[src/ulc_consts.vh]
// Constants for the upstream link control register
`ifndef ULC_CONSTS_VH
`define ULC_CONSTS_VH
`define ULC_LINK_CONTROL_OFFSET 8'ha0
`define ULC_LINK_CONTROL_RESET 16'h0000
`define ULC_WRITABLE_MASK 16'h01c3
`define ULC_BIT_CLKREQ_EN 8
`define ULC_BIT_EXT_SYNC 7
`define ULC_BIT_COMMON_CLK 6
`define ULC_BIT_RETRAIN 5
`define ULC_BIT_LINK_OFF 4
`define ULC_BIT_RCB 3
`define ULC_ASPM_HI 1
`define ULC_ASPM_LO 0
`define ULC_ASPM_OFF 2'h0
`define ULC_ASPM_L0S 2'h1
`define ULC_ASPM_RSVD 2'h2
`define ULC_ASPM_BOTH 2'h3
`define ULC_FTS_NORMAL 8'h20
`define ULC_FTS_EXTENDED 8'hff
`define ULC_L1_LAT_ADD 3'h2
`define ULC_CC_LAT_SUB 3'h1
`endif

[src/ulc_latency_adjust.v]
// Exit latency adjustment from clock request and common clock settings
`timescale 1ns/100ps
`include "ulc_consts.vh"
module ulc_latency_adjust (
  input wire ref_clk,
  input wire reset,
  input wire clkreq_en,
  input wire common_clk,
  input wire [2:0] l1_base,
  input wire [2:0] l0s_base,
  output reg [2:0] l1_exit_latency_field,
  output reg [2:0] l0s_exit_latency
);
  reg [3:0] l1_sum;
  reg [2:0] l1_cc;
  reg [2:0] l0s_cc;

  always @* begin
    // A common reference clock shortens both exit times by one code; code zero stays at zero
    l1_cc = (common_clk && l1_base != 3'h0) ? l1_base - `ULC_CC_LAT_SUB : l1_base;
    l0s_cc = (common_clk && l0s_base != 3'h0) ? l0s_base - `ULC_CC_LAT_SUB : l0s_base;
    // PLL relock under clock request lengthens L1 exit; saturate at the top code
    l1_sum = clkreq_en ? {1'b0, l1_cc} + {1'b0, `ULC_L1_LAT_ADD} : {1'b0, l1_cc};
  end

  always @(posedge ref_clk) begin
    if (reset) begin
      l1_exit_latency_field <= 3'h0;
      l0s_exit_latency <= 3'h0;
    end else begin
      l1_exit_latency_field <= l1_sum[3] ? 3'h7 : l1_sum[2:0];
      l0s_exit_latency <= l0s_cc;
    end
  end
endmodule // ulc_latency_adjust

[src/ulc_link_control.v]
// Upstream port link control register with its power management decode
`timescale 1ns/100ps
`include "ulc_consts.vh"
// Contract
// - Reserved bits read zero, ignore writes
// - Bit 8 enables clock request mechanism
// - Clock request raises reported L1 exit latency
// - Bit 7 extends FTS and adds TS2
// - Bit 6 marks common clock, adjusts latencies
// - Retrain bit reads zero, no effect
// - Link disable bit reads zero, no effect
// - Completion boundary hardwired zero, 64 bytes
// - ASPM field decode; 10 reserved
module ulc_link_control (
  input wire ref_clk,
  input wire reset,
  input wire cfg_wr,
  input wire cfg_rd,
  input wire [7:0] cfg_addr,
  input wire [1:0] cfg_be,
  input wire [15:0] cfg_wdata,
  output reg [15:0] cfg_rdata,
  input wire [2:0] l1_base_latency,
  input wire [2:0] l0s_base_latency,
  output reg clock_request_pm_enable,
  output reg extended_sync,
  output reg common_refclk_config,
  output reg [1:0] active_state_pm_control,
  output reg l0s_entry_allowed,
  output reg l1_entry_allowed,
  output reg aspm_reserved_seen,
  output reg [7:0] l1_exit_fts_count,
  output reg l1_exit_extra_ts2,
  output wire [2:0] l1_exit_latency_field,
  output wire [2:0] l0s_exit_latency
);
  // ****************************************
  // Register storage
  // ****************************************
  reg [15:0] link_control_q;
  reg [15:0] link_control_d;
  wire hit;
  wire wr_hit;
  wire rd_hit;
  wire [15:0] lane_mask;
  wire [15:0] write_mask;

  assign hit = (cfg_addr == `ULC_LINK_CONTROL_OFFSET);
  assign wr_hit = cfg_wr & hit;
  assign rd_hit = cfg_rd & hit;
  assign lane_mask = {{8{cfg_be[1]}}, {8{cfg_be[0]}}};
  // Only bits 8:6 and 1:0 can ever take a written one
  assign write_mask = lane_mask & `ULC_WRITABLE_MASK;

  always @* begin
    link_control_d = link_control_q;
    if (wr_hit) begin
      link_control_d = (link_control_q & ~write_mask) | (cfg_wdata & write_mask);
    end
  end

  always @(posedge ref_clk) begin
    if (reset) begin
      link_control_q <= `ULC_LINK_CONTROL_RESET;
    end else begin
      link_control_q <= link_control_d;
    end
  end

  // ****************************************
  // Stored fields
  // ****************************************
  wire stored_clkreq;
  wire stored_ext_sync;
  wire stored_common_clk;
  wire [1:0] stored_aspm;

  assign stored_clkreq = link_control_q[`ULC_BIT_CLKREQ_EN];
  assign stored_ext_sync = link_control_q[`ULC_BIT_EXT_SYNC];
  assign stored_common_clk = link_control_q[`ULC_BIT_COMMON_CLK];
  assign stored_aspm = link_control_q[`ULC_ASPM_HI:`ULC_ASPM_LO];

  // ****************************************
  // Read path
  // ****************************************
  wire [15:0] read_word;

  // Fixed bits are built as constants, so no stray store can leak out on a read
  assign read_word = {
    7'h00,
    stored_clkreq,
    stored_ext_sync,
    stored_common_clk,
    1'b0,
    1'b0,
    1'b0,
    1'b0,
    stored_aspm
  };

  always @(posedge ref_clk) begin
    if (reset) begin
      cfg_rdata <= `ULC_LINK_CONTROL_RESET;
    end else if (cfg_rd) begin
      // Unmapped reads return zero rather than holding stale data
      cfg_rdata <= rd_hit ? read_word : 16'h0000;
    end
  end

  // ****************************************
  // Power management decode
  // ****************************************
  reg l0s_allow_d;
  reg l1_allow_d;
  reg aspm_rsvd_d;
  reg [7:0] fts_count_d;
  reg extra_ts2_d;

  always @* begin
    l0s_allow_d = 1'b0;
    l1_allow_d = 1'b0;
    aspm_rsvd_d = 1'b0;
    // Reserved code enables nothing rather than guessing intent
    case (stored_aspm)
      `ULC_ASPM_OFF: begin
        l0s_allow_d = 1'b0;
        l1_allow_d = 1'b0;
        aspm_rsvd_d = 1'b0;
      end
      `ULC_ASPM_L0S: begin
        l0s_allow_d = 1'b1;
        l1_allow_d = 1'b0;
        aspm_rsvd_d = 1'b0;
      end
      `ULC_ASPM_RSVD: begin
        l0s_allow_d = 1'b0;
        l1_allow_d = 1'b0;
        aspm_rsvd_d = 1'b1;
      end
      `ULC_ASPM_BOTH: begin
        l0s_allow_d = 1'b1;
        l1_allow_d = 1'b1;
        aspm_rsvd_d = 1'b0;
      end
      default: begin
        l0s_allow_d = 1'b0;
        l1_allow_d = 1'b0;
        aspm_rsvd_d = 1'b0;
      end
    endcase
  end

  always @* begin
    fts_count_d = `ULC_FTS_NORMAL;
    extra_ts2_d = 1'b0;
    // A longer run gives the far receiver more time to regain lock after L1
    case (stored_ext_sync)
      1'b1: begin
        fts_count_d = `ULC_FTS_EXTENDED;
        extra_ts2_d = 1'b1;
      end
      default: begin
        fts_count_d = `ULC_FTS_NORMAL;
        extra_ts2_d = 1'b0;
      end
    endcase
  end

  // ****************************************
  // Registered controls
  // ****************************************
  always @(posedge ref_clk) begin
    if (reset) begin
      clock_request_pm_enable <= 1'b0;
      extended_sync <= 1'b0;
      common_refclk_config <= 1'b0;
    end else begin
      clock_request_pm_enable <= stored_clkreq;
      extended_sync <= stored_ext_sync;
      common_refclk_config <= stored_common_clk;
    end
  end

  always @(posedge ref_clk) begin
    if (reset) begin
      l1_exit_fts_count <= `ULC_FTS_NORMAL;
      l1_exit_extra_ts2 <= 1'b0;
    end else begin
      l1_exit_fts_count <= fts_count_d;
      l1_exit_extra_ts2 <= extra_ts2_d;
    end
  end

  always @(posedge ref_clk) begin
    if (reset) begin
      active_state_pm_control <= `ULC_ASPM_OFF;
      l0s_entry_allowed <= 1'b0;
      l1_entry_allowed <= 1'b0;
      aspm_reserved_seen <= 1'b0;
    end else begin
      active_state_pm_control <= stored_aspm;
      l0s_entry_allowed <= l0s_allow_d;
      l1_entry_allowed <= l1_allow_d;
      aspm_reserved_seen <= aspm_rsvd_d;
    end
  end

  // ****************************************
  // Exit latency reporting
  // ****************************************
  // Latency codes come out one edge after the stored bits, in step with the controls
  ulc_latency_adjust u_lat (
    .ref_clk(ref_clk),
    .reset(reset),
    .clkreq_en(stored_clkreq),
    .common_clk(stored_common_clk),
    .l1_base(l1_base_latency),
    .l0s_base(l0s_base_latency),
    .l1_exit_latency_field(l1_exit_latency_field),
    .l0s_exit_latency(l0s_exit_latency)
  );
endmodule // ulc_link_control

[config.mk]
export PLATFORM = sky130hd
export DESIGN_NAME = ulc_link_control
export DESIGN_NICKNAME = d
export VERILOG_FILES = /design/src/ulc_latency_adjust.v /design/src/ulc_link_control.v
export VERILOG_INCLUDE_DIRS = /design/src /design/src/src
export SDC_FILE = /design/constraint.sdc
export NUM_CORES = 1
export LEC_CHECK = 0
export BUFFER_PORTS_ARGS = -buffer_cell sky130_fd_sc_hd__buf_2
export CORE_UTILIZATION = 40
export CTS_BUF_LIST = sky130_fd_sc_hd__clkbuf_2 sky130_fd_sc_hd__clkbuf_4 sky130_fd_sc_hd__clkbuf_8
export CTS_CLUSTER_SIZE = 24
export DETAILED_ROUTE_END_ITERATION = 10
export PLACE_DENSITY = 0.83
export SETUP_SLACK_MARGIN = 0.2
export SLEW_MARGIN = 20
export SYNTH_ARGS = -nofsm -noshare
export SYNTH_HDL_FRONTEND = slang
export SYNTH_HIERARCHICAL = 1
export SYNTH_SLANG_ARGS = --single-unit
[constraint.sdc]
create_clock -name ref_clk -period 2 [get_ports ref_clk]
set_clock_uncertainty 0.15 [all_clocks]
set_input_delay 0.2 -clock ref_clk [delete_from_list [all_inputs] [get_ports ref_clk]]
set_output_delay 0.2 -clock ref_clk [all_outputs]
set_load 0.05 [all_outputs]
==> results list <==
- Status: finished with violations
* Failing checks: design-rule violations
- Each instance of the synthesized netlist takes up on average roughly 10 um^2.
* Post-layout min period: roughly 1.6 ns
- Routed length per instance: about 11 um
* Busiest metal layer after global routing: met2
- Met2 demand-to-capacity share in global routing: about a quarter
- Fraction of the cycle the final worst path needs: slightly above 80%
* Main area contributors after synthesis: dfxtp_1 40%, buf_4 13%, ha_1 5.2%, nor2b_1 4.7%, nor4b_4 4.0%
- Number of hold violations in the final report: 0
* HP Class: primary input to flop
- Detailed Route Iter0 Violations: 12
* Endpoint of the most critical register-to-register path: u_lat/l1_exit_latency_field[2]
- Total leakage power: roughly 0.75 nW
- Die height: ~57 um
* Final routed DRC violation total: 11
- The number of antenna diodes in the final layout is 0.
- Maximum buffer depth of the clock tree: 2
- Leading cell types in the layout, fill and taps excluded: 51 x buf_2, 24 x dfxtp_1, 12 x conb_1
- The die covers ~3200 um^2.
* Number of antenna violations at the first check in global routing: 0
- Number of routed nets with antenna violations: 0
- Global routing consumed, on the met1 layer, between 10% and 20% of the routing resources.
- The worst setup path is of the flop to flop kind.
- For this run, the share of the core covered by cells in the final layout is between 50% and 60%.
- Clock-pin slew was measured on the worst setup and hold paths at roughly 0.13 ns.
* Worst slack at placement: between 0.15 and 0.2 ns
* Fraction of layout cells with a size suffix above 1: 43.48%
- Number of distinct library cells after synthesis: 31
- 1st-pass router iterations: 7
* DR vias/cell: between 4 and 5
- Setup repair after global routing left no endpoint under its margin.
* CP Capture Type: flop
- Derived from the worst setup path, the maximum achievable clock frequency is around 0.61 GHz.
- Max-cap violations in this run came to 0.
* Most common cell after layout, fill and taps aside: buf_2
- TritonCTS built the clock tree.
- Number of nets in the layout: a little over 200
- Netlist area before placement: about 1200 um^2
- Initial Utilization: a little over two fifths
* Layout Cells excl Fill: about 190
- Post-CTS Repair Setup Buffers: 0
- I/O pin count: 75
- Counting every sink on the clock net gives 24.
- Post-detailed-placement half-perimeter wirelength: 1566 um
* Stage delay of the slowest cell on the critical path: ~0.44 ns
* Remaining Overflow, GRT: 0
* Area added between synthesis and finish: 19.62%
- X dimension of the die: approximately 57 um
* Setup TNS: 0 ns
- Counting the buffers created by CTS gives 3.
- Vias in the first global route: approximately 800
- Count of fill cells added during filler insertion: between 200 and 300
- The setup check on the worst reg-to-reg path leaves a slack of about 0.36 ns.
* Sum of internal, switching and leakage power: just under 0.001 W
- Worst Slack Setup Final: around 0.36 ns
* Synthesized netlist cell count: around 120
- Largest net degree at the start of global routing: 23
- Worst Hold Depth: 3
- Routability-driven placement finished with a final weighted congestion of just over 0.7.
* Clock latency on the worst-skew pair: 0.31 ns
- The count of buffers added on input and output ports is a little over 50.
* Met3 Use GR: 1.613%
- Start point of the worst hold path: l0s_base_latency[2]
- Final setup violation count: 0
- Yosys top cell by area: dfxtp_1
- Crit path launch type: flop
- For the worst setup path, the data required time is about 2.1 ns.
* Total global-route track usage: a little over an eighth
* Cells along the critical path: nand2_1, mux2_1, ha_1, nor2_1, a211oi_1
- First-pass GRT wire length: around 3300 um
- During synthesis, Yosys emitted a total of 6 warnings.
- Number of cells traversed by the worst register-to-register path: 5
- Portion of synthesized cell area occupied by the leading cell type: approximately two fifths
* Number of H-tree levels: 1
- Standard-cell row count: 19
- Clock Tree Root: clkbuf_4
* Endpoint of the worst hold-timing path: u_lat/l0s_exit_latency[2]
- For this design the ratio of total power to cell area is approximately 700 nW/um^2.
- Data arrives at the worst endpoint at ~1.7 ns.
- Proportion of synthesized chip area in sequential cells: between 40% and 50%
- Total placed cells including tap cells: ~190
- Largest vdd supply drop: 0.0003322 V
- Count of vias placed by the detailed router: 882
- The count of final max-slew check failures was 0.
- Number of register bits inferred by synthesis: 24
* Final WL: approximately 2100 um
* Area of the core region: approximately 2800 um^2
- Maximum fanout count along the critical path: 6
* Slowest-stage cell, CP: dfxtp_1
[kinds of logic after synthesis]
| logic type | count (synthesis) | synth area share (%) |
|---|---|---|
| multiplexers | 7 | 7.411 |
| flip-flops | 24 | 40.08 |
| other | 2 | 0.6265 |
| AO/OA/AOI/OAI | 11 | 7.619 |
| AND/OR/NAND/NOR | 36 | 21.30 |
| XOR/XNOR | 2 | 1.462 |
| adder cells (fa/ha/maj) | 5 | 5.219 |
| buffers and inverters | 30 | 16.28 |
[metrics by stage]
step	hold slack, ns	cell area (um^2)
global placement	0.2822	1361
finish	0.01681	1434
floorplan	0.1179	1236
global route	0.01016	1434
CTS	0.01701	1434
detailed placement	0.2829	1361
[critical path: cells and delay by family (launching register included)]
kind	cells	cell delay [ns]
and+or+nand+nor	2	0.13
DFF	1	0.44
AOI/OAI and AO/OA	1	0.23
muxes	1	0.34
adders and majority gates	1	0.28
[worst max path at each step]
stage / cells past startpoint / start / endpoint
final: 5 / flop / u_lat/l1_exit_latency_field[2]
after global routing: 5 / flop / u_lat/l1_exit_latency_field[2]
after CTS: 5 / flop / u_lat/l1_exit_latency_field[2]
after detailed placement: 9 / l1_base_latency[0] / u_lat/l1_exit_latency_field[2]
after global placement: 9 / l1_base_latency[0] / u_lat/l1_exit_latency_field[2]
after floorplan: 8 / l1_base_latency[0] / u_lat/l1_exit_latency_field[2]
[cells in the mapped netlist, drive strengths merged]
| master | count |
|---|---|
| nor4b | 2 |
| and2b | 1 |
| and2 | 3 |
| a311oi | 1 |
| and4 | 1 |
| buf | 21 |
| mux2i | 1 |
| nand2b | 3 |
| xnor2 | 2 |
| nand2 | 3 |
| a31o | 5 |
| conb | 2 |
| nor2 | 7 |
| nand3 | 1 |
| ha | 5 |
| nor3b | 5 |
| inv | 7 |
| mux2 | 6 |
| a21oi | 2 |
| nand4 | 1 |
| dfxtp | 24 |
| a21o | 1 |
| clkbuf | 2 |
| nor2b | 9 |
| a211oi | 2 |
[power breakdown]
group          internal (W)  switching (W)  total [W]
clock network      0.000202       0.000144   0.000347
logic             0.0000449       0.000111   0.000156
registers          0.000484     0.00000125   0.000486
total              0.000732       0.000257   0.000989
[cell type report]
| cell class | count | area, um^2 | share of cell area (%) |
|---|---|---|---|
| Multi-Input combinational cell | 73 | 560.5 | 39.09 |
| Tap cell | 31 | 38.79 | 2.705 |
| Clock inverter | 1 | 30.03 | 2.094 |
| Clock buffer | 3 | 22.52 | 1.571 |
| Sequential cell | 24 | 480.5 | 33.51 |
| Timing Repair Buffer | 53 | 275.3 | 19.20 |
| Inverter | 7 | 26.28 | 1.832 |
[what timing repair did]
action                    CTS  global route
hold buffers                2             0
hold endpoints to repair    2             0
resized for setup           0             0
[layer usage]
| metal | up-vias | part of all wire (%) |
|---|---|---|
| met2 | 46 | 52 |
| met4 | 0 | 2.0 |
| li1 | 443 | - |
| met3 | 4 | 6.8 |
| met1 | 389 | 39 |
| met5 | - | 0 |
Note: power is estimated with default switching activity, not from simulation.
